**config.mk**
```make
export PLATFORM = sky130hd
export DESIGN_NAME = plcd_decode
export DESIGN_NICKNAME = d
export VERILOG_FILES = /design/src/verilog/plcd_pkg.sv /design/src/verilog/plcd_decode.sv
export SDC_FILE = /design/constraint.sdc
export NUM_CORES = 1
export LEC_CHECK = 0
export BUFFER_PORTS_ARGS = -buffer_cell sky130_fd_sc_hd__clkbuf_2
export CELL_PAD_IN_SITES_DETAIL_PLACEMENT = 0
export CELL_PAD_IN_SITES_GLOBAL_PLACEMENT = 2
export CORE_AREA = 2 2 234 236
export CTS_BUF_LIST = sky130_fd_sc_hd__clkbuf_4 sky130_fd_sc_hd__clkbuf_8
export CTS_CLUSTER_DIAMETER = 200
export DETAILED_ROUTE_END_ITERATION = 12
export DIE_AREA = 0 0 236 238
export PLACE_DENSITY_LB_ADDON = 0.1
export SLEW_MARGIN = 20
export SYNTH_ARGS = -nofsm -noshare
export SYNTH_HDL_FRONTEND = slang
export SYNTH_SLANG_ARGS = --single-unit
```
**constraint.sdc**
```tcl
create_clock -name SYS_CLK_IN -period 10.71 [get_ports SYS_CLK_IN]
set_clock_uncertainty 0.2 [all_clocks]
set_input_delay 1.6065 -clock SYS_CLK_IN [delete_from_list [all_inputs] [get_ports SYS_CLK_IN]]
set_output_delay 1.6065 -clock SYS_CLK_IN [all_outputs]
set_load 0.01 [all_outputs]
```
**src/verilog/plcd_pkg.sv**
```systemverilog
package plcd_pkg;
  // Clock and power-down filter times
  localparam longint CLK_HZ = 125_000_000;
  localparam longint PD_TIME_1_S = 4;
  localparam longint PD_TIME_2_S = 129;
  localparam longint PD_TIME_3_S = 515;
  localparam longint PD_CYC_1 = PD_TIME_1_S * CLK_HZ;
  localparam longint PD_CYC_2 = PD_TIME_2_S * CLK_HZ;
  localparam longint PD_CYC_3 = PD_TIME_3_S * CLK_HZ;
  localparam int PD_CNT_W = 40;

  // Window sizes in bytes
  localparam logic [31:0] PP_BASE_BYTES = 32'h0000_0008;
  localparam logic [31:0] PP_EXT_BYTES = 32'h0000_0004;
  localparam logic [31:0] UART_IO_BYTES = 32'h0000_0008;
  localparam logic [31:0] LOC_IO_BYTES = 32'h0000_0020;
  localparam logic [31:0] LOC_MEM_BYTES = 32'h0000_1000;
  localparam logic [31:0] BAR_IO_FLAG = 32'h0000_0001;

  // Configuration space dword indices
  localparam logic [5:0] CFG_DW_CMD = 6'h01;
  localparam logic [5:0] CFG_DW_BAR0 = 6'h04;
  localparam logic [5:0] CFG_DW_BAR3 = 6'h07;
  localparam int CMD_IO_EN_BIT = 0;
  localparam int CMD_MEM_EN_BIT = 1;

  // Parallel port register offsets inside their windows
  localparam logic [2:0] PP_OFS_DATA = 3'h0;
  localparam logic [2:0] PP_OFS_STATUS = 3'h1;
  localparam logic [2:0] PP_OFS_CONTROL = 3'h2;
  localparam logic [2:0] PP_OFS_EPP_ADDR = 3'h3;
  localparam logic [2:0] PP_OFS_EPP_DATA0 = 3'h4;
  localparam logic [11:0] PP_OFS_CFG_A = 12'h400;
  localparam logic [11:0] PP_OFS_CFG_B = 12'h401;
  localparam logic [11:0] PP_OFS_EXT_CTRL = 12'h402;
  localparam logic [11:0] PP_OFS_UNUSED = 12'h403;

  // Local control register
  localparam logic [7:0] LOC_OFS_CONTROL = 8'h00;
  localparam int LCC_MODE_BIT = 0;
  localparam int LCC_TEST_BIT = 1;
  localparam int LCC_FILT_BIT = 2;
  localparam int LCC_LANE_LO = 3;
  localparam int LCC_PDT_LO = 5;
  localparam int LCC_EE_CLK_BIT = 24;
  localparam int LCC_EEPROM_SELECT_PIN_BIT = 25;
  localparam int LCC_EEPROM_SERIAL_OUT_PIN_BIT = 26;
  localparam int LCC_EEPROM_SERIAL_IN_PIN_BIT = 27;
  localparam int LCC_EE_VALID_BIT = 28;
  localparam int LCC_RELOAD_BIT = 29;
  localparam logic LCC_FILT_RST = 1'b1;
  localparam logic [1:0] LCC_LANE_RST = 2'h0;
  localparam logic [1:0] LCC_PDT_RST = 2'h0;

  typedef enum logic [1:0] {
    PDT_OFF = 2'b00,
    PDT_SHORT = 2'b01,
    PDT_MID = 2'b10,
    PDT_LONG = 2'b11
  } plcd_pdt_t;

  typedef struct packed {
    logic valid;
    logic write;
    logic io;
    logic func;
    logic [31:0] addr;
    logic [3:0] be_n;
    logic [31:0] wdata;
  } plcd_req_t;

  typedef struct packed {
    logic stb;
    logic write;
    logic ext;
    logic upper;
    logic [3:0] be_n;
    logic [31:0] wdata;
  } plcd_pp_t;
endpackage

```
**src/verilog/plcd_decode.sv**
```systemverilog
// Behaviour
// - Function 1 windows 0 and 1 decode as I/O only; memory never reaches the port.
// - First port window sizes as eight bytes, second as four bytes.
// - Port windows answer only once function 1 I/O enable is set.
// - First window holds data, status, control, enhanced address, four enhanced data bytes.
// - Second window holds shared FIFO/config A, config B, extended control; 403h unassigned.
// - Local control register reachable from both functions via I/O and memory windows.
// - Byte, word, dword local accesses honour byte enables.
// - Bit 0 reads live function-mode strap.
// - Bit 1 always reads zero; the test pin is not sampled.
// - Bit 2 enables port noise filters, resets one, only in dual mode.
// - Bits 4:3 select byte lane for 8-bit memory access, reset 00.
// - Bits 6:5 pick power-down filter time: off, 4s, 129s, 515s.
// - After filter time with function 0 still ready, raise request, and interrupt when its enable is set.
// - Bits 23:7 read zero; software writes zeros.
// - Write-only bit 24 drives EEPROM clock, reset zero; software toggles it.
// - Write-only bit 25 drives EEPROM select high when one, reset zero.
// - Write-only bit 26 drives EEPROM serial data output.
// - Bit 27 reads EEPROM serial data input level.
// - Bit 28 reads one when a valid EEPROM header was found.
// - Writing one to bit 29 starts reload; clears when EEPROM read completes.
// - Second function exists only when strap selects dual-function mode.
`timescale 1ns/10ps
module plcd_decode #(
  parameter logic [plcd_pkg::PD_CNT_W-1:0] PD_CYC_SHORT = plcd_pkg::PD_CNT_W'(plcd_pkg::PD_CYC_1),
  parameter logic [plcd_pkg::PD_CNT_W-1:0] PD_CYC_MID = plcd_pkg::PD_CNT_W'(plcd_pkg::PD_CYC_2),
  parameter logic [plcd_pkg::PD_CNT_W-1:0] PD_CYC_LONG = plcd_pkg::PD_CNT_W'(plcd_pkg::PD_CYC_3)
) (
  input wire logic SYS_CLK_IN, // PCI clock
  input wire logic RST_IN, // Synchronous reset, active high
  input wire plcd_pkg::plcd_req_t REQ_IN, // Decoded target access
  output logic REQ_HIT_OUT, // Access claimed this cycle
  output logic RESP_VALID_OUT, // Answer pulse, one cycle after request
  output logic [31:0] RESP_RDATA_OUT, // Read data
  input wire logic CFG_VALID_IN, // Configuration access strobe
  input wire logic CFG_WRITE_IN, // Configuration write
  input wire logic CFG_FUNC_IN, // Target function
  input wire logic [5:0] CFG_DW_IN, // Dword index
  input wire logic [3:0] CFG_BE_N_IN, // Byte enables, active low
  input wire logic [31:0] CFG_WDATA_IN, // Write data
  output logic CFG_HIT_OUT, // Function present
  output logic [31:0] CFG_RDATA_OUT, // Configuration read data
  output plcd_pkg::plcd_pp_t PP_OUT, // Access forwarded to the port engine
  input wire logic [31:0] PP_RDATA_IN, // Port engine read data
  input wire logic MODE_STRAP_IN, // Function-mode strap pin, 0 = dual
  input wire logic TEST_PIN_IN, // Test pin, tied low on boards
  input wire logic PD_READY_IN, // Function 0 ready to power down
  input wire logic PD_IRQ_EN_IN, // Power-down interrupt enable
  output logic PD_REQ_OUT, // Power-down request
  output logic PD_IRQ_OUT, // Power-down interrupt
  output logic FILTER_EN_OUT, // Port noise filter enable
  output logic [1:0] LANE_SEL_OUT, // Byte lane for 8-bit memory access
  output logic EEPROM_CLOCK_PIN_OUT, // EEPROM clock
  output logic EEPROM_SELECT_PIN_OUT, // EEPROM chip select, active high
  output logic EEPROM_SERIAL_OUT_PIN_OUT, // Data to EEPROM
  input wire logic EEPROM_SERIAL_IN_PIN_IN, // Data from EEPROM
  input wire logic EE_VALID_IN, // Loader found a valid header
  input wire logic LOADER_DONE_IN, // Loader finished an EEPROM read
  output logic RELOAD_REQ_OUT // One-cycle reload start
);
  import plcd_pkg::*;

  function automatic logic [31:0] be_merge(input logic [31:0] old_v, input logic [31:0] new_v,
                                           input logic [3:0] be_n);
    logic [31:0] res;
    res = old_v;
    for (int i = 0; i < 4; i++) begin
      if (!be_n[i]) begin
        res[i*8 +: 8] = new_v[i*8 +: 8];
      end
    end
    return res;
  endfunction

  // Base address bits that stay fixed for a window of the given size
  function automatic logic [31:0] bar_fixed(input logic [31:0] bytes);
    return bytes - 32'h0000_0001;
  endfunction

  function automatic logic [31:0] bar_size(input logic func, input logic [1:0] idx);
    logic [31:0] sz;
    sz = LOC_IO_BYTES;
    if (idx == 2'd3) begin
      sz = LOC_MEM_BYTES;
    end else if (idx == 2'd2) begin
      sz = LOC_IO_BYTES;
    end else if (func && idx == 2'd0) begin
      sz = PP_BASE_BYTES;
    end else if (func) begin
      sz = PP_EXT_BYTES;
    end else begin
      sz = UART_IO_BYTES;
    end
    return sz;
  endfunction

  function automatic logic bar_hit(input logic [31:0] bar, input logic [31:0] addr,
                                   input logic [31:0] bytes);
    logic [31:0] m;
    m = ~bar_fixed(bytes);
    return (addr & m) == (bar & m);
  endfunction

  // Strap and EEPROM data pass two flops before use
  logic strap_s1_r, strap_s2_r;
  logic eedi_s1_r, eedi_s2_r;
  always_ff @(posedge SYS_CLK_IN) begin
    strap_s1_r <= MODE_STRAP_IN;
    strap_s2_r <= strap_s1_r;
    eedi_s1_r <= EEPROM_SERIAL_IN_PIN_IN;
    eedi_s2_r <= eedi_s1_r;
  end

  wire dual_mode = ~strap_s2_r;

  // Per-function configuration state
  logic [1:0] io_en_r, mem_en_r;
  logic [31:0] bar_r [2][4];

  // function 1 present only in dual mode
  wire cfg_present = ~CFG_FUNC_IN | dual_mode;
  wire cfg_take = CFG_VALID_IN & cfg_present;
  wire cfg_is_bar = (CFG_DW_IN >= CFG_DW_BAR0) && (CFG_DW_IN <= CFG_DW_BAR3);
  wire [1:0] cfg_bar_idx = 2'(CFG_DW_IN - CFG_DW_BAR0);
  wire [31:0] cfg_bar_old = bar_r[CFG_FUNC_IN][cfg_bar_idx];
  wire [31:0] cfg_bar_mask = bar_fixed(bar_size(CFG_FUNC_IN, cfg_bar_idx));
  wire [31:0] cfg_bar_merged = be_merge(cfg_bar_old, CFG_WDATA_IN, CFG_BE_N_IN);
  wire cfg_bar_is_io = cfg_bar_idx != 2'd3;
  // low address bits read back as zero so probing yields the size
  wire [31:0] cfg_bar_nxt = (cfg_bar_merged & ~cfg_bar_mask) | (cfg_bar_is_io ? BAR_IO_FLAG : 32'h0000_0000);
  wire [31:0] cfg_cmd_rd = {30'h0000_0000, mem_en_r[CFG_FUNC_IN], io_en_r[CFG_FUNC_IN]};
  wire [31:0] cfg_rd_sel = (CFG_DW_IN == CFG_DW_CMD) ? cfg_cmd_rd :
                           cfg_is_bar ? cfg_bar_old : 32'h0000_0000;

  assign CFG_HIT_OUT = CFG_VALID_IN & cfg_present;

  always_ff @(posedge SYS_CLK_IN) begin
    if (RST_IN) begin
      io_en_r <= 2'b00;
      mem_en_r <= 2'b00;
      CFG_RDATA_OUT <= 32'h0000_0000;
      for (int f = 0; f < 2; f++) begin
        for (int b = 0; b < 4; b++) begin
          bar_r[f][b] <= (b == 3) ? 32'h0000_0000 : BAR_IO_FLAG;
        end
      end
    end else if (cfg_take) begin
      CFG_RDATA_OUT <= cfg_rd_sel;
      if (CFG_WRITE_IN && CFG_DW_IN == CFG_DW_CMD && !CFG_BE_N_IN[0]) begin
        io_en_r[CFG_FUNC_IN] <= CFG_WDATA_IN[CMD_IO_EN_BIT];
        mem_en_r[CFG_FUNC_IN] <= CFG_WDATA_IN[CMD_MEM_EN_BIT];
      end
      if (CFG_WRITE_IN && cfg_is_bar) begin
        bar_r[CFG_FUNC_IN][cfg_bar_idx] <= cfg_bar_nxt;
      end
    end
  end

  // Target access decode
  wire f_on = ~REQ_IN.func | dual_mode;
  wire f_io = REQ_IN.valid & REQ_IN.io & f_on & io_en_r[REQ_IN.func];
  wire f_mem = REQ_IN.valid & ~REQ_IN.io & f_on & mem_en_r[REQ_IN.func];
  // port windows only ever match I/O cycles of function 1
  // gated by that function's I/O enable
  wire pp_base_hit = f_io & REQ_IN.func & bar_hit(bar_r[1][0], REQ_IN.addr, PP_BASE_BYTES);
  wire pp_ext_hit = f_io & REQ_IN.func & bar_hit(bar_r[1][1], REQ_IN.addr, PP_EXT_BYTES);
  // same register behind I/O and memory windows of both functions
  wire loc_io_hit = f_io & bar_hit(bar_r[REQ_IN.func][2], REQ_IN.addr, LOC_IO_BYTES);
  wire loc_mem_hit = f_mem & bar_hit(bar_r[REQ_IN.func][3], REQ_IN.addr, LOC_MEM_BYTES);
  wire loc_hit = loc_io_hit | loc_mem_hit;
  // Offset taken inside the hit window, so a 32-byte I/O base need not sit on a 256-byte boundary
  wire [31:0] loc_win_mask = bar_fixed(loc_io_hit ? LOC_IO_BYTES : LOC_MEM_BYTES);
  wire [7:0] loc_ofs = {REQ_IN.addr[7:2], 2'b00} & loc_win_mask[7:0];
  wire lcc_sel = loc_hit && loc_ofs == LOC_OFS_CONTROL;

  // byte lane 3 of the extended window is the unassigned 403h
  wire [11:0] ext_ofs3 = PP_OFS_CFG_A + 12'h003;
  wire [3:0] ext_be_n = REQ_IN.be_n | {ext_ofs3 == PP_OFS_UNUSED, 3'b000};

  assign REQ_HIT_OUT = pp_base_hit | pp_ext_hit | loc_hit;

  // lanes of dword 0 are data, status, control, address; dword 1 the data bytes
  // lanes of the extended dword are shared FIFO/config A, config B, extended control
  assign PP_OUT.stb = pp_base_hit | pp_ext_hit;
  assign PP_OUT.write = REQ_IN.write;
  assign PP_OUT.ext = pp_ext_hit;
  assign PP_OUT.upper = pp_base_hit & REQ_IN.addr[2];
  assign PP_OUT.be_n = pp_ext_hit ? ext_be_n : REQ_IN.be_n;
  assign PP_OUT.wdata = REQ_IN.wdata;

  // Local control register state
  logic filt_en_r;
  logic [1:0] lane_sel_r;
  plcd_pdt_t pdt_r;
  logic ee_clk_r, eeprom_select_pin_r, eeprom_serial_out_pin_r;
  logic reload_busy_r, reload_req_r;

  wire lcc_wr = lcc_sel & REQ_IN.write;
  wire lcc_wr_b0 = lcc_wr & ~REQ_IN.be_n[0];
  wire lcc_wr_b3 = lcc_wr & ~REQ_IN.be_n[3];
  wire reload_start = lcc_wr_b3 & REQ_IN.wdata[LCC_RELOAD_BIT];

  // bits 23:7, 30 and 31 read zero; write-only bits read zero
  wire [31:0] lcc_rd = {2'b00, reload_busy_r, EE_VALID_IN, eedi_s2_r, 3'b000, 17'h0_0000,
                        pdt_r, lane_sel_r, filt_en_r, 1'b0, strap_s2_r};

  // lanes without their byte enable return zero
  function automatic logic [31:0] lane_mask(input logic [3:0] be_n);
    logic [31:0] m;
    m = 32'h0000_0000;
    for (int i = 0; i < 4; i++) begin
      m[i*8 +: 8] = {8{~be_n[i]}};
    end
    return m;
  endfunction

  wire [31:0] rd_sel = PP_OUT.stb ? (PP_RDATA_IN & lane_mask(PP_OUT.be_n)) :
                       lcc_sel ? (lcc_rd & lane_mask(REQ_IN.be_n)) : 32'h0000_0000;

  always_ff @(posedge SYS_CLK_IN) begin
    if (RST_IN) begin
      RESP_VALID_OUT <= 1'b0;
      RESP_RDATA_OUT <= 32'h0000_0000;
    end else begin
      RESP_VALID_OUT <= REQ_HIT_OUT;
      RESP_RDATA_OUT <= REQ_HIT_OUT ? rd_sel : 32'h0000_0000;
    end
  end

  // each field lands only when its byte lane is enabled
  always_ff @(posedge SYS_CLK_IN) begin
    if (RST_IN) begin
      filt_en_r <= LCC_FILT_RST;
      lane_sel_r <= LCC_LANE_RST;
      pdt_r <= plcd_pdt_t'(LCC_PDT_RST);
    end else if (lcc_wr_b0) begin
      filt_en_r <= REQ_IN.wdata[LCC_FILT_BIT];
      lane_sel_r <= REQ_IN.wdata[LCC_LANE_LO +: 2];
      pdt_r <= plcd_pdt_t'(REQ_IN.wdata[LCC_PDT_LO +: 2]);
    end
  end

  // pins follow the registered bits from the write edge
  always_ff @(posedge SYS_CLK_IN) begin
    if (RST_IN) begin
      ee_clk_r <= 1'b0;
      eeprom_select_pin_r <= 1'b0;
      eeprom_serial_out_pin_r <= 1'b0;
    end else if (lcc_wr_b3) begin
      // clock edge made by software toggling
      ee_clk_r <= REQ_IN.wdata[LCC_EE_CLK_BIT];
      // select high while bit is one
      eeprom_select_pin_r <= REQ_IN.wdata[LCC_EEPROM_SELECT_PIN_BIT];
      eeprom_serial_out_pin_r <= REQ_IN.wdata[LCC_EEPROM_SERIAL_OUT_PIN_BIT];
    end
  end

  // a start in the same cycle as done keeps the bit set
  always_ff @(posedge SYS_CLK_IN) begin
    if (RST_IN) begin
      reload_busy_r <= 1'b0;
      reload_req_r <= 1'b0;
    end else begin
      reload_req_r <= reload_start;
      reload_busy_r <= reload_start | (reload_busy_r & ~LOADER_DONE_IN);
    end
  end

  // Power-down filter; the count restarts whenever function 0 drops readiness
  logic [PD_CNT_W-1:0] pd_cnt_r;
  logic pd_req_r;
  wire [PD_CNT_W-1:0] pd_limit = (pdt_r == PDT_SHORT) ? PD_CYC_SHORT :
                                 (pdt_r == PDT_MID) ? PD_CYC_MID : PD_CYC_LONG;
  wire pd_arm = PD_READY_IN & (pdt_r != PDT_OFF);
  // a changed setting rearms the filter from zero
  wire pdt_wr = lcc_wr_b0 && REQ_IN.wdata[LCC_PDT_LO +: 2] != pdt_r;

  // request only after the whole filter time with readiness held
  always_ff @(posedge SYS_CLK_IN) begin
    if (RST_IN) begin
      pd_cnt_r <= '0;
      pd_req_r <= 1'b0;
    end else if (!pd_arm || pdt_wr) begin
      pd_cnt_r <= '0;
      pd_req_r <= 1'b0;
    end else if (pd_cnt_r >= pd_limit - PD_CNT_W'(1)) begin
      pd_req_r <= 1'b1;
    end else begin
      pd_cnt_r <= pd_cnt_r + PD_CNT_W'(1);
    end
  end

  assign PD_REQ_OUT = pd_req_r;
  assign PD_IRQ_OUT = pd_req_r & PD_IRQ_EN_IN;
  // filters have no effect without the port function
  assign FILTER_EN_OUT = filt_en_r & dual_mode;
  assign LANE_SEL_OUT = lane_sel_r;
  assign EEPROM_CLOCK_PIN_OUT = ee_clk_r;
  assign EEPROM_SELECT_PIN_OUT = eeprom_select_pin_r;
  assign EEPROM_SERIAL_OUT_PIN_OUT = eeprom_serial_out_pin_r;
  assign RELOAD_REQ_OUT = reload_req_r;

  // The test pin is tied low on boards, so its level is never sampled
  wire unused_test = TEST_PIN_IN;
endmodule

```
## After elaboration in Yosys (flattened, before gate mapping)

Memories as Yosys holds them, arrays and structs flattened.
Index checks and enable logic that the tools add are counted.

| word-level totals | value |
|---|---|
| register bits after elaboration | 124 |
| memory bits (writable) | 256 |
| input bits | 158 |
| word-level logic and storage cells | 154 |
| memories kept | 1 |

Memories:

| memory | depth | width | read ports | clocked after Yosys merged registers in | wr ports | RTL line | RTL |
|---|---|---|---|---|---|---|---|
| bar_r | 2 | 128 | 3 | 0 | 2 | plcd_decode.sv:118 | `logic [31:0] bar_r [2][4];` |

| operators by class | value |
|---|---|
| $add $sub $neg | 5 |
| order comparisons | 8 |
| equal/unequal tests | 11 |
| multiplexer cells | 43 |
| bitwise logic cells | 48 |
| reduce and logical (&&, ||, !) cells | 19 |

Operators with widths:

| cell | count |
|---|---|
| $mux 128 | 3 |
| $mux 32 | 8 |
| $reduce_or 128->1 | 1 |
| $mux 36 | 2 |
| $and 32x32->32 | 2 |
| $bmux 32 s2 | 1 |
| $demux 32 s2 | 1 |
| $add 40x1->40 const B | 1 |
| $ge 40x40->1 | 1 |
| $sub 36x1->37 const B | 1 |
| $and 30x32->32 | 1 |
| $mux 8 | 4 |
| $not 32->32 | 1 |
| $or 32x1->32 | 1 |
| $sub 32x1->32 const B | 1 |
| $eq 30x30->1 | 1 |
| $eq 29x29->1 | 1 |
| $eq 27x27->1 | 1 |
| $and 1x1->1 | 21 |
| $eq 20x20->1 | 1 |
| $mux 1 | 16 |
| $not 1->1 | 14 |
| $mux 4 | 3 |
| $mux 6 | 2 |
| other kinds (26) | 45 |

## Longest topological paths before layout

Gate-level depths: netlist of run 1.

| depth | value |
|---|---|
| depth in word-level cells | 15 |
| depth in mapped cells | 12 |
| mapped depth without buffers | 11 |

## Worst setup path after synthesis of run 1

Ideal clock, no wire load.

| path | value |
|---|---|
| kind | input -> register |
| start point | input port CFG_FUNC_IN |
| end point | memory bar_r[1][64] (netlist name), enable pin |
| setup time | 0.462 ns |
| arrival time | 5.145 ns |
| data required time | 10.048 ns |
| slack | 4.903 ns |
| cell stages on the path | 6 |
| path buffers | 4 |
| path through | buf_2 > buf_2 > buf_1 > clkbuf_1 > nand2_1 > o21ai_0 |

RTL lines:

| item | RTL line | RTL |
|---|---|---|
| start, declared | plcd_decode.sv:37 | `input wire logic CFG_FUNC_IN,` |
| end, declared | plcd_decode.sv:118 |  |

## Final worst setup path of run 1

| path | value |
|---|---|
| start point | input port REQ_IN[68] (netlist name) |
| end point | output port REQ_HIT_OUT |

| on the way | value |
|---|---|
| longest elaborated chain between the ends | 8 |

RTL lines:

| item | RTL line | RTL |
|---|---|---|
| start, declared | plcd_decode.sv:31 | `input wire plcd_pkg::plcd_req_t REQ_IN,` |
| branches (longest 7 deep; another with $mem_v2 2x128) | n/a |  |
| $or 1x1->1 * | plcd_decode.sv:180 | `assign REQ_HIT_OUT = pp_base_hit \| pp_ext_hit \| loc_hit;` |
| end, declared | plcd_decode.sv:32 | `output logic REQ_HIT_OUT,` |

Mark *: on every way between the ends. The select of a mux whose other input is x is not followed.

==> metrics.md, run 1 <==
| Metric | Value |
|---|---|
| Status | completed |
| Chip height | 238 µm |
| Io pins | 274 |
| Synth warn | 0 |
| Routability cong. | 0.850 |
| Crit-path slowest cell | buf_2 |
| Post-layout util | 0.394 |
| Final Hold Vio Count | 0 |
| Fin Setup TNS | 0 ns |
| Worst Path Arrival | 5.17 ns |
| FF/Latch Area | 9930 µm² |
| First drt pass iteration count | 5 |
| Post-DP HPWL | 40.4 mm |
| IO Port Bufs | 224 |
| PD cells | 155 nW/µm² |
| Num CTS Buffers | slightly above 70 |
| Syn Inst Count | 1533 |
| Post-synth ARST share | 0 |
| Core area | 53500 µm² |
| Post-synth cell types | 60 |
| Vias | between 10000 and 15000 |
| Hold path depth | 0 |
| Floorplan row count | 85 |
| Initial Util | 0.337 |
| Initial antenna violation count | 2 |
| Hold endpoint | strap_s2_r |
| Routed Antenna Nets | 0 |
| Setup bufs post-CTS | 0 |
| LEAKAGE | 8.12 nW |
| Nets | 1937 |
| Final min period | 6.97 ns |
| Wire per inst | 24.4 µm |
| Vias in the first global route | 12866 |
| Min-delay worst type | flip-flop to flip-flop |
| Slew headroom | 0.270 |
| Unrepaired setup endpoints after global routing | false |
| Flops & latches, synth | 372 |
| Synth top area cells | edfxtp_1 (41%), dfxtp_1 (14%), mux4_2 (7.5%), nor2_1 (5.8%), mux2i_1 (4.8%) |
| Htree depth | 3 |
| Reg clk slew, reported paths | 0.06 ns |
| Reg2reg setup slack | about 6.1 ns |
| Final Slew Violations | 0 |
| WP data required | a little under 9 ns |
| Routed WL | 61.0 mm |
| Setup CP Type | input pin to primary output |
| Slew @ Worst Pin | about 1.1 ns |
| Largest net degree at the start of global routing | 48 |
| Layout cells sized above 1 | 0.245 |
| Die area | 56200 µm² |
| Worst R2R Path Depth | 9 |
| Bufs on Longest Clock Path | 3 |
| Mapped Area | around 18000 µm² |
| Max_cap viols | 0 |
| Crit start category | input pin |
| Root Driver | clkbuf_8 |
| TritonCTS clock tree | built |
| CP Cell Sequence | buf_2 > buf_4 > and3b_1 > nand3_1 > nor4_1 > and4_1 > nor2_1 > inv_1 > or3_1 > clkbuf_2 |
| First-pass GRT wire length | 87.5 mm |
| Dominant synthesized flop cell | edfxtp_1 |
| Initial DRC count | approximately 1100 |
| Die Wd | 236 µm |
| All-layer global routing usage | 0.216 |
| FF-to-FF End | bar_r[0][21] |
| Tcrit/Tclk final | 0.651 |
| Area leader, netlist | edfxtp_1 |
| EDFF count, synth | 248 |
| Largest fanout on the critical path | 28 |
| Clock sink count | 372 |
| DRC viols | 0 |
| Synth top area share | 0.413 |
| Peak VDD IR | a little under 0.07 mV |
| Via density | 5.07 |
| # fillers | ~5300 |
| Worst r2r src | strap_s2_r |
| Clk_lat worst skew | 0.64 ns |
| Multi-input logic area | 7360 µm² |
| Avg Cell Area, Syn | roughly 12 µm² |
| Worst Hold Launch | strap_s1_r |
| Sequential fraction of the synthesis area | 0.551 |
| Remaining global-route overflow | 0 |
| # setup viols final | 0 |
| Post-CTS Resized | 0 |
| Post-CTS Hold Buffers | 0 |
| Slowest cell delay on critical path | 0.62 ns |
| FMAX | around 0.14 GHz |
| Crit. End Element | primary output |
| Area growth syn-to-layout | 16.9% |
## critical path: cells and delay by family
| kind | cells | cell delay (ns) |
|---|---|---|
| and+or+nand+nor | 6 | 1.78 |
| buffers and inverters | 4 | 1.73 |
## metal layers
metal / up-vias / track usage / wire, µm
met1: 6232 / 0.293 / 27700
li1: 5893 / - / -
met3: 84 / 0.0455 / 3960
met5: - / 0 / 0
met2: 446 / 0.346 / 28000
met4: 0 / 0.0685 / 1330
## logic make-up after synthesis
| kind of cell | count (synthesis) | share of synthesized area |
|---|---|---|
| AO/OA/AOI/OAI | 128 | 0.0468 |
| XOR/XNOR | 143 | 0.0694 |
| adder cells (fa/ha/maj) | 33 | 0.0229 |
| buffers and inverters | 169 | 0.0464 |
| flip-flops | 372 | 0.551 |
| multiplexers | 147 | 0.123 |
| other | 2 | 0.000416 |
| AND/OR/NAND/NOR | 539 | 0.140 |
## worst max-delay path by stage
stage	startpoint	end	slack, ns	cells past startpoint
5_1_grt	REQ_IN[68]	REQ_HIT_OUT	3.58	10
3_3_place_gp	REQ_IN[68]	REQ_HIT_OUT	3.83	10
2_1_floorplan	CFG_FUNC_IN	bar_r[1][64]	4.90	6
6_report	REQ_IN[68]	REQ_HIT_OUT	3.74	10
3_5_place_dp	REQ_IN[68]	REQ_HIT_OUT	3.76	10
4_1_cts	REQ_IN[68]	REQ_HIT_OUT	3.76	10
## cell usage in the layout, fill, tap and decap left out, types with 10 or more instances in the layout
cell type and n:
a21oi_1 54, and2_1 28, and3_1 22, buf_4 27
clkbuf_2 221, clkbuf_4 27, clkbuf_8 80, clkinv_1 15
conb_1 12, dfxtp_1 124, edfxtp_1 248, ha_1 33
inv_1 49, mux2i_1 86, mux4_2 60, nand2_1 51
nand3_1 51, nand4_1 26, nor2_1 278, nor3_1 15
nor4_1 18, o211ai_1 20, o21ai_0 10, xnor2_1 95
xor2_1 48
## stage by stage
stage	cells	hold slack, ns	power, W	worst slack (ns)	area (µm²)
after floorplan	1543	0.110	0.00177	4.90	18100
after global placement	2368	0.116	0.00188	3.83	19700
after detailed placement	2368	0.120	0.00188	3.76	19700
after CTS	2496	0.134	0.00332	3.76	21100
after global routing	2498	0.139	0.00339	3.58	21100
final	2498	0.132	0.00327	3.74	21100
## cells in the mapped netlist (4+ instances only)
library cell	number
mux2i_1	86
a21oi_1	54
buf_2	12
nand4_1	26
o211ai_1	20
nand2_1	52
xor2_1	48
or3_1	5
buf_1	8
buf_6	6
dfxtp_1	124
a21bo_2	4
nor4_1	19
nor3b_1	8
o21ai_0	13
o2111ai_1	5
xnor2_1	95
nor3_1	15
and4_1	6
ha_1	33
inv_1	49
buf_4	38
nand3b_1	8
and3_1	22
edfxtp_1	248
clkbuf_1	56
a211oi_1	6
nand3_1	51
and2_1	28
mux4_2	60
a21o_1	6
nor2b_1	8
nor2_1	279
## state kept, by name (all words and copies together) (netlist names), 2 cells and up
register,cells
io_en_r,2
bar_r,248
LANE_SEL_OUT,2
RESP_RDATA_OUT,32
mem_en_r,2
pd_cnt_r,40
pdt_r,2
CFG_RDATA_OUT,32
## report_power, final
part	internal [W]	total, W	switching (W)
Clock	0.000797	0.00142	0.000620
Sequential	0.00157	0.00158	0.0000164
Combinational	0.0000999	0.000267	0.000167
Total	0.00246	0.00327	0.000804
## final cells by class
cell class	count	area share
Sequential cell	372	0.471
Timing Repair Buffer	249	0.0623
Multi-Input combinational cell	1002	0.349
Clock buffer	107	0.0618
Tap cell	696	0.0413
Antenna cell	2	0.000237
Inverter	49	0.00872
Clock inverter	21	0.00552
Note: power is estimated with default switching activity, not from simulation.
==> inputs of run 2 (changes only) <==
--- a/config.mk
+++ b/config.mk
@@ -5,14 +5,15 @@
 export SDC_FILE = /design/constraint.sdc
 export NUM_CORES = 1
 export LEC_CHECK = 0
+export ABC_AREA = 1
 export BUFFER_PORTS_ARGS = -buffer_cell sky130_fd_sc_hd__clkbuf_2
 export CELL_PAD_IN_SITES_DETAIL_PLACEMENT = 0
 export CELL_PAD_IN_SITES_GLOBAL_PLACEMENT = 2
-export CORE_AREA = 2 2 234 236
+export CORE_AREA = 2 2 255 257
 export CTS_BUF_LIST = sky130_fd_sc_hd__clkbuf_4 sky130_fd_sc_hd__clkbuf_8
 export CTS_CLUSTER_DIAMETER = 200
 export DETAILED_ROUTE_END_ITERATION = 12
-export DIE_AREA = 0 0 236 238
+export DIE_AREA = 0 0 257 259
 export PLACE_DENSITY_LB_ADDON = 0.1
 export SLEW_MARGIN = 20
 export SYNTH_ARGS = -nofsm -noshare
==> constraint.sdc (replaced) <==
create_clock -name SYS_CLK_IN -period 5.98 [get_ports SYS_CLK_IN]
set_clock_uncertainty 0.2 [all_clocks]
set_input_delay 0.897 -clock SYS_CLK_IN [delete_from_list [all_inputs] [get_ports SYS_CLK_IN]]
set_output_delay 0.897 -clock SYS_CLK_IN [all_outputs]
set_load 0.01 [all_outputs]
==> run 2 against run 1 <==
  * Worst hold slack worse by 0.0071 ns
  * Sequential cell count is the same
  * Clock-buffer cell count rose by 6
  * Via count rose by 41%
  * Synthesized area grew 12%
  * Global-route usage up 2.5 points
  * Non-clock buffer count rose by 15
  * Core utilization down 2.5 points
  * Sequential share of layout area decreased by 5.0 points
  * Largest power group unchanged
==> metrics.md, run 2 <==
| Metric | Value |
|---|---|
| Status | completed (unchanged) |
| Final min period | around 4.5 ns |
| Reg clk slew, reported paths | 0.05 ns (was 0.06 ns) |
| Layout cells sized above 1 | 0.155 (was 0.245) |
| Worst Path Arrival | 3.39 ns (was 5.17 ns) |
| Mapped Area | 20200 µm² (was 18000 µm²) |
| Post-layout instance area | 23600 µm² (was 21100 µm²) |
| Max_cap viols | 0 (unchanged) |
| DRC viols | 0 (unchanged) |
| Io pins | 274 (unchanged) |
| Post-CTS Resized | 0 (unchanged) |
| Comb power frac | 0.098 (was 0.082) |
| Root Driver | clkbuf_8 (unchanged) |
| Initial Util | 0.316 (was 0.337) |
| Slowest cell delay on critical path | 0.51 ns (was 0.62 ns) |
| Pre-CTS setup slack | 1.36 ns (was 3.76 ns) |
| Area leader, netlist | edfxtp_1 (unchanged) |
| Largest net degree at the start of global routing | 87 (was 48) |
| TritonCTS clock tree | built (unchanged) |
| Tcrit/Tclk final | 0.751 |
| Crit start category | input pin (unchanged) |
| Post-CTS Hold Buffers | 0 (unchanged) |
| Bufs on Longest Clock Path | 3 (unchanged) |
| Routability cong. | 0.913 (was 0.850) |
| Dominant synthesized flop cell | edfxtp_1 (unchanged) |
| Most common cell after layout, fill and taps aside | nand2_1 (was nor2_1) |
| Crit-path slowest cell | clkbuf_2 (was buf_2) |
| Psw | 0.00168 W (was 0.000804 W) |
| Largest fanout on the critical path | 22 (was 28) |
| Worst r2r src | pdt_r[0] (was strap_s2_r) |
| Final WS setup | 1.49 ns (was 3.74 ns) |
| Slew @ Worst Pin | 1.12 ns (was 1.08 ns) |
| Die Wd | 257 µm (was 236 µm) |
| First drt pass iteration count | 5 (unchanged) |
| Initial antenna violation count | 2 (unchanged) |
| Fin Setup TNS | 0 ns (unchanged) |
| Critical Path Start | REQ_IN[68] (unchanged) |
| Syn Inst Count | 2535 (was 1533) |
| Via density | 4.88 (was 5.07) |
| Synth top area cells | edfxtp_1 (37%), nand2_1 (13%), dfxtp_1 (12%), nor2_1 (7.8%), inv_1 (4.4%) (was edfxtp_1 (41%), dfxtp_1 (14%), mux4_2 (7.5%), nor2_1 (5.8%), mux2i_1 (4.8%)) |
| Initial DRC count | 1278 (was 1137) |
| Clock sink count | 372 (unchanged) |
| Min-delay worst type | flip-flop to flip-flop (unchanged) |
| Synth warn | 0 (unchanged) |
| # setup viols final | 0 (unchanged) |
| Max reg flops | 248 (unchanged) |
| LEAKAGE | 9.60 nW (was 8.12 nW) |
| Top flop regs | bar_r x248, pd_cnt_r x40 (unchanged) |
| FMAX | 0.223 GHz |
| WP data required | 4.88 ns (was 8.90 ns) |
| Post-synth ARST share | 0 (unchanged) |
| Final Hold Vio Count | 0 (unchanged) |
| Core area | 63900 µm² (was 53500 µm²) |
| Sequential fraction of the synthesis area | 0.492 (was 0.551) |
| Post-synth cell types | 56 (was 60) |
| # fillers | 6781 (was 5266) |
| Final Slew Violations | 0 (unchanged) |
| IO Port Bufs | 224 (unchanged) |
| Flops & latches, synth | 372 (unchanged) |
| Worst Hold Launch | eedi_s1_r (was strap_s1_r) |
| Routed Antenna Nets | 0 (unchanged) |
| Wire per inst | 22.3 µm (was 24.4 µm) |
| Slew headroom | 0.246 (was 0.270) |
| Synth top area share | 0.369 (was 0.413) |
| Delay-heaviest family, CP | simple AND/OR/NAND/NOR gates (unchanged) |
| First-pass GRT wire length | 117 mm (was 87.5 mm) |
| Post-synth top cells | nand2_1 (693), nor2_1 (418), edfxtp_1 (248), inv_1 (238), nand3_1 (144) (was nor2_1 (279), edfxtp_1 (248), dfxtp_1 (124), xnor2_1 (95), mux2i_1 (86)) |
| All-layer global routing usage | 0.241 (was 0.216) |
| Floorplan row count | 93 (was 85) |
| Num CTS Buffers | 74 (was 72) |
| Vias in the first global route | 17626 (was 12866) |
| Htree depth | 3 (unchanged) |
| Chip height | 259 µm (was 238 µm) |
| DP Area | 22000 µm² (was 19700 µm²) |
| Avg Cell Area, Syn | 7.96 µm² (was 11.8 µm²) |
| WP buf/inv | 2 (was 4) |
| Hold WS | 0.125 ns (was 0.132 ns) |
| CP Cell Sequence | clkbuf_2 > nand2_1 > o21ai_2 > nand2_1 > nor2_2 > nand4_2 > o21ai_4 > nand3b_1 > clkbuf_2 (was buf_2 > buf_4 > and3b_1 > nand3_1 > nor4_1 > and4_1 > nor2_1 > inv_1 > or3_1 > clkbuf_2) |
| Vias | 17892 (was 12655) |
| Clk_lat worst skew | 0.69 ns (was 0.64 ns) |
| Die area | 66600 µm² (was 56200 µm²) |
| Reg with most FFs | bar_r (unchanged) |
| Peak VDD IR | 0.166 mV (was 0.0677 mV) |
| EDFF count, synth | 248 (unchanged) |
| Crit. End Element | primary output (unchanged) |
| Area growth syn-to-layout | 16.9% (about the same) |
| Nets | 2941 (was 1937) |
| P_int | 0.00456 W (was 0.00246 W) |
| Clock power share | 0.446 (was 0.434) |
| Net Sw Frac | 0.269 (was 0.246) |
| Setup bufs post-CTS | 0 (unchanged) |
| Sequential share of power | 0.456 (was 0.484) |
| Unrepaired setup endpoints after global routing | false (unchanged) |
| Most common cell in the netlist | nand2_1 (was nor2_1) |
| Setup CP Type | input pin to primary output (unchanged) |
| Routed WL | 81.6 mm (was 61.0 mm) |
| Most frequent cells in the layout | nand2_1 (691), nor2_1 (415), edfxtp_1 (248) (was nor2_1 (278), edfxtp_1 (248), clkbuf_2 (221)) |
| PD cells | 264 nW/µm² (was 155 nW/µm²) |
| Post-DP HPWL | 58.7 mm (was 40.4 mm) |
| Remaining global-route overflow | 0 (unchanged) |
==> run 2: cell types whose count changed after synthesis, sizes merged, moves of 59 or more <==
cell and change:
nor2 +142, o21ai +66, nand3 +94, inv +200, mux2i -86, xnor2 -59
mux4 -60, nand2 +645
==> run 2: cell families after synthesis <==
kind of cell / Yosys count / share of synthesized area
fa+ha+maj: 33 / 0.0205
simple gates: 1409 / 0.293
buf+inv: 387 / 0.0852
xor+xnor: 77 / 0.0334
flops: 372 / 0.492
compound gates: 255 / 0.0752
other cells: 2 / 0.000372
==> run 2: worst reg2reg max path: cells and delay by family, from the launching register on <==
family / cells / cell delay (ns)
fa+ha+maj: 2 / 0.81
buf+inv: 4 / 0.79
simple gates: 4 / 0.73
compound gates: 4 / 0.63
flops: 1 / 0.39
==> run 2: area by class of cell <==
cell class / count / area [µm²] / area share
Antenna cell: 1 / 2.50 / 0.000106
Clock buffer: 113 / 1360 / 0.0575
Clock inverter: 24 / 198 / 0.00838
Inverter: 252 / 948 / 0.0402
Multi-Input combinational cell: 1786 / 8600 / 0.365
Sequential cell: 372 / 9930 / 0.421
Tap cell: 855 / 1070 / 0.0454
Timing Repair Buffer: 264 / 1470 / 0.0625
==> run 2: metal layers <==
| metal | vias to the layer above | wire (µm) | global-route usage |
|---|---|---|---|
| met5 | - | 13 | 0 |
| met3 | 148 | 4070 | 0.0363 |
| met1 | 8475 | 34800 | 0.301 |
| met2 | 565 | 40300 | 0.425 |
| li1 | 8702 | - | - |
| met4 | 2 | 2470 | 0.0814 |
==> run 2: through the flow <==
step,total power (W),util,std cells
after global routing,0.00647,0.369,3667
after floorplan,0.00323,-,2545
after detailed placement,0.00351,0.345,3529
after global placement,0.00351,0.345,3529
after CTS,0.00633,0.369,3666
final,0.00624,0.369,3667
==> run 2: power groups by stage <==
stage | clock network [W] | logic (W) | registers (W)
2_1_floorplan | 0 | 0.000344 | 0.00289
5_1_grt | 0.00296 | 0.000661 | 0.00285
3_3_place_gp | 0 | 0.000612 | 0.00290
3_5_place_dp | 0 | 0.000610 | 0.00290
6_report | 0.00278 | 0.000609 | 0.00284
4_1_cts | 0.00287 | 0.000612 | 0.00284
==> run 2: final timing paths <==
kind / to / slack [ns] / cells past startpoint
worst min register to register: eedi_s2_r / 0.13 / 0
worst max-delay path: REQ_HIT_OUT / 1.49 / 9
worst min-delay path: eedi_s2_r / 0.13 / 0
worst max register to register: pd_cnt_r[25] / 2.35 / 14
==> inputs of run 3 (changes only) <==
--- a/config.mk
+++ b/config.mk
@@ -9,11 +9,11 @@
 export BUFFER_PORTS_ARGS = -buffer_cell sky130_fd_sc_hd__clkbuf_2
 export CELL_PAD_IN_SITES_DETAIL_PLACEMENT = 0
 export CELL_PAD_IN_SITES_GLOBAL_PLACEMENT = 2
-export CORE_AREA = 2 2 255 257
+export CORE_AREA = 2 2 247 249
 export CTS_BUF_LIST = sky130_fd_sc_hd__clkbuf_4 sky130_fd_sc_hd__clkbuf_8
 export CTS_CLUSTER_DIAMETER = 200
 export DETAILED_ROUTE_END_ITERATION = 12
-export DIE_AREA = 0 0 257 259
+export DIE_AREA = 0 0 249 251
 export PLACE_DENSITY_LB_ADDON = 0.1
 export SLEW_MARGIN = 20
 export SYNTH_ARGS = -nofsm -noshare
==> constraint.sdc (replaced) <==
create_clock -name SYS_CLK_IN -period 4.5 [get_ports SYS_CLK_IN]
set_clock_uncertainty 0.2 [all_clocks]
set_input_delay 0.675 -clock SYS_CLK_IN [delete_from_list [all_inputs] [get_ports SYS_CLK_IN]]
set_output_delay 0.675 -clock SYS_CLK_IN [all_outputs]
set_load 0.01 [all_outputs]
==> run 3 against run 2 <==
  * First-iteration DRC count grew 2.6%
  * Critical path depth down 3
  * Non-clock buffer count is 17 higher
  * Global-route usage rose by 1.3 points
  * Cell count is 1.7% lower
  * Sequential power up 33%
  * Core utilization is 2.6 points higher
  * Critical path type is now flip-flop to primary output
  * Largest cell class unchanged
==> metrics.md, run 3 (synthesis results as in run 2) <==
| Metric | Value |
|---|---|
| Die area | 62500 µm² (was 66600 µm²) |
| Max reg flops | 248 (unchanged) |
| Final Hold Vio Count | 0 (unchanged) |
| All-layer global routing usage | 0.254 (was 0.241) |
| FMAX | 0.260 GHz |
| Largest net degree at the start of global routing | 73 (was 87) |
| Clk_lat worst skew | 0.67 ns (was 0.69 ns) |
| Reg with most FFs | bar_r (unchanged) |
| Post-DP HPWL | 58.2 mm (was 58.7 mm) |
| Root Driver | clkbuf_8 (unchanged) |
| IO Port Bufs | 224 (unchanged) |
| Unrepaired setup endpoints after global routing | false (unchanged) |
| Worst Path Arrival | 2.97 ns (was 3.39 ns) |
| Crit-path slowest cell | xnor2_1 (was clkbuf_2) |
| Crit start category | flip-flop (was input pin) |
| Chip height | 251 µm (was 259 µm) |
| Final Slew Violations | 0 (unchanged) |
| Die Wd | 249 µm (was 257 µm) |
| Routed WL | 80.3 mm (was 81.6 mm) |
| PD cells | 351 nW/µm² (was 264 nW/µm²) |
| Wire per inst | 22.3 µm (about the same) |
| Most common cell after layout, fill and taps aside | nand2_1 (unchanged) |
| Largest fanout on the critical path | 4 (was 22) |
| WP data required | 3.62 ns (was 4.88 ns) |
| WP buf/inv | 1 (was 2) |
| First-pass GRT wire length | 116 mm (was 117 mm) |
| Vias in the first global route | 17661 (was 17626) |
| Setup bufs post-CTS | 0 (unchanged) |
| Clock sink count | 372 (unchanged) |
| Crit. End Element | primary output (unchanged) |
| TritonCTS clock tree | built (unchanged) |
| Reg clk slew, reported paths | 0.06 ns (was 0.05 ns) |
| Slowest cell delay on critical path | 0.60 ns (was 0.51 ns) |
| Slew headroom | 0.307 (was 0.246) |
| Htree depth | 3 (unchanged) |
| Core area | 59800 µm² (was 63900 µm²) |
| Area growth syn-to-layout | 17.2% (was 16.9%) |
| Post-layout instance area | 23600 µm² (about the same) |
| Max_cap viols | 0 (unchanged) |
| Routed Antenna Nets | 0 (unchanged) |
| Min-delay worst type | input pin to flip-flop (was flip-flop to flip-flop) |
| Bufs on Longest Clock Path | 3 (unchanged) |
| Tcrit/Tclk final | 0.854 |
| Nets | 2955 (was 2941) |
| LEAKAGE | 9.67 nW (was 9.60 nW) |
| Vias | 18051 (was 17892) |
| Top flop regs | bar_r x248, pd_cnt_r x40 (unchanged) |
| Initial DRC count | 1311 (was 1278) |
| Status | completed (unchanged) |
| Floorplan row count | 90 (was 93) |
| CP Cell Sequence | xnor2_1 > nand3_1 > nor2_1 > nand3_1 > nor3b_1 > clkbuf_2 (was clkbuf_2 > nand2_1 > o21ai_2 > nand2_1 > nor2_2 > nand4_2 > o21ai_4 > nand3b_1 > clkbuf_2) |
| Io pins | 274 (unchanged) |
| Most frequent cells in the layout | nand2_1 (693), nor2_1 (416), edfxtp_1 (248) (was nand2_1 (691), nor2_1 (415), edfxtp_1 (248)) |
| Num CTS Buffers | 71 (was 74) |
| Setup CP Type | flip-flop to primary output (was input pin to primary output) |
| Remaining global-route overflow | 0 (unchanged) |
| Final min period | 3.84 ns |
| Slew @ Worst Pin | 1.04 ns (was 1.12 ns) |
| Layout cells sized above 1 | 0.157 (was 0.155) |
| Fin Setup TNS | 0 ns (unchanged) |
| Initial antenna violation count | 4 (was 2) |
| Initial Util | 0.337 (was 0.316) |
| Via density | 5.01 (was 4.88) |
| First drt pass iteration count | 5 (unchanged) |
| Peak VDD IR | 0.185 mV (was 0.166 mV) |
| # setup viols final | 0 (unchanged) |
| Routability cong. | 0.905 (was 0.913) |
| CP most frequent cell | nand3_1 |
| DP Area | 22000 µm² (about the same) |
| DRC viols | 0 (unchanged) |
| Delay-heaviest family, CP | simple AND/OR/NAND/NOR gates (unchanged) |
run 3: changes by cell type in the layout (fill, tap and decap cells not counted), sizes merged:
cell | previous run | this run
buf | 41 | 53
bufinv | 3 | 4
clkbuf | 336 | 328
clkinv | 20 | 16
clkinvlp | 1 | 2
diode | 1 | 3
dlygate4sd3 | 0 | 5
inv | 252 | 253
run 3: worst min-delay path, stage by stage:
cell and delay [ns]:
clkbuf_2 0.11, nand2_1 0.05, nand3_1 0.05
run 3: final cells by class:
type / count / area [µm²]
inverter: 252 / 948
sequential: 372 / 9930
antenna: 3 / 7.51
multi-input combinational: 1786 / 8590
clock inverter: 23 / 234
clock buffer: 105 / 1330
tap: 782 / 978
timing repair buffer: 281 / 1610
fill: 6269 / 36200
run 3: repair_timing:
item,in CTS,in global routing
hold buffers,5,0
resized for setup,0,0
hold endpoints to repair,5,0
run 3: where the power goes:
group          leakage [nW]  internal, W  switching [W]
Sequential             3.54      0.00373      0.0000481
Clock                 0.823      0.00213        0.00158
Combinational          5.31     0.000233       0.000577
run 3: through the flow:
stage	worst slack [ns]	util	hold WS, ns	total power (W)	instances
final	0.656	0.395	0.0710	0.00830	3604
after global routing	0.554	0.395	0.0248	0.00861	3604
after CTS	0.536	0.395	0.00986	0.00840	3601
after detailed placement	0.630	0.368	0.116	0.00466	3468
after global placement	0.701	0.368	0.113	0.00466	3468
after floorplan	0.0105	-	0.110	0.00429	2545
run 3: path summary, 6_finish.rpt:
path	startpoint	endpoint	cells past startpoint	slack (ns)
max	bar_r[1][112]	PP_OUT[36]	6	0.66
min	REQ_IN[2]	filt_en_r	3	0.07
max reg2reg	pdt_r[0]	pd_cnt_r[25]	14	1.24
min reg2reg	strap_s1_r	strap_s2_r	0	0.13
run 3: layer usage:
layer	GRT usage	wire length (µm)	vias up	share of wire
met5	0	13	-	0.00016
met4	0.110	3350	2	0.042
met3	0.0469	4510	160	0.056
met2	0.439	39000	600	0.49
met1	0.309	33400	8587	0.42
li1	-	-	8702	-
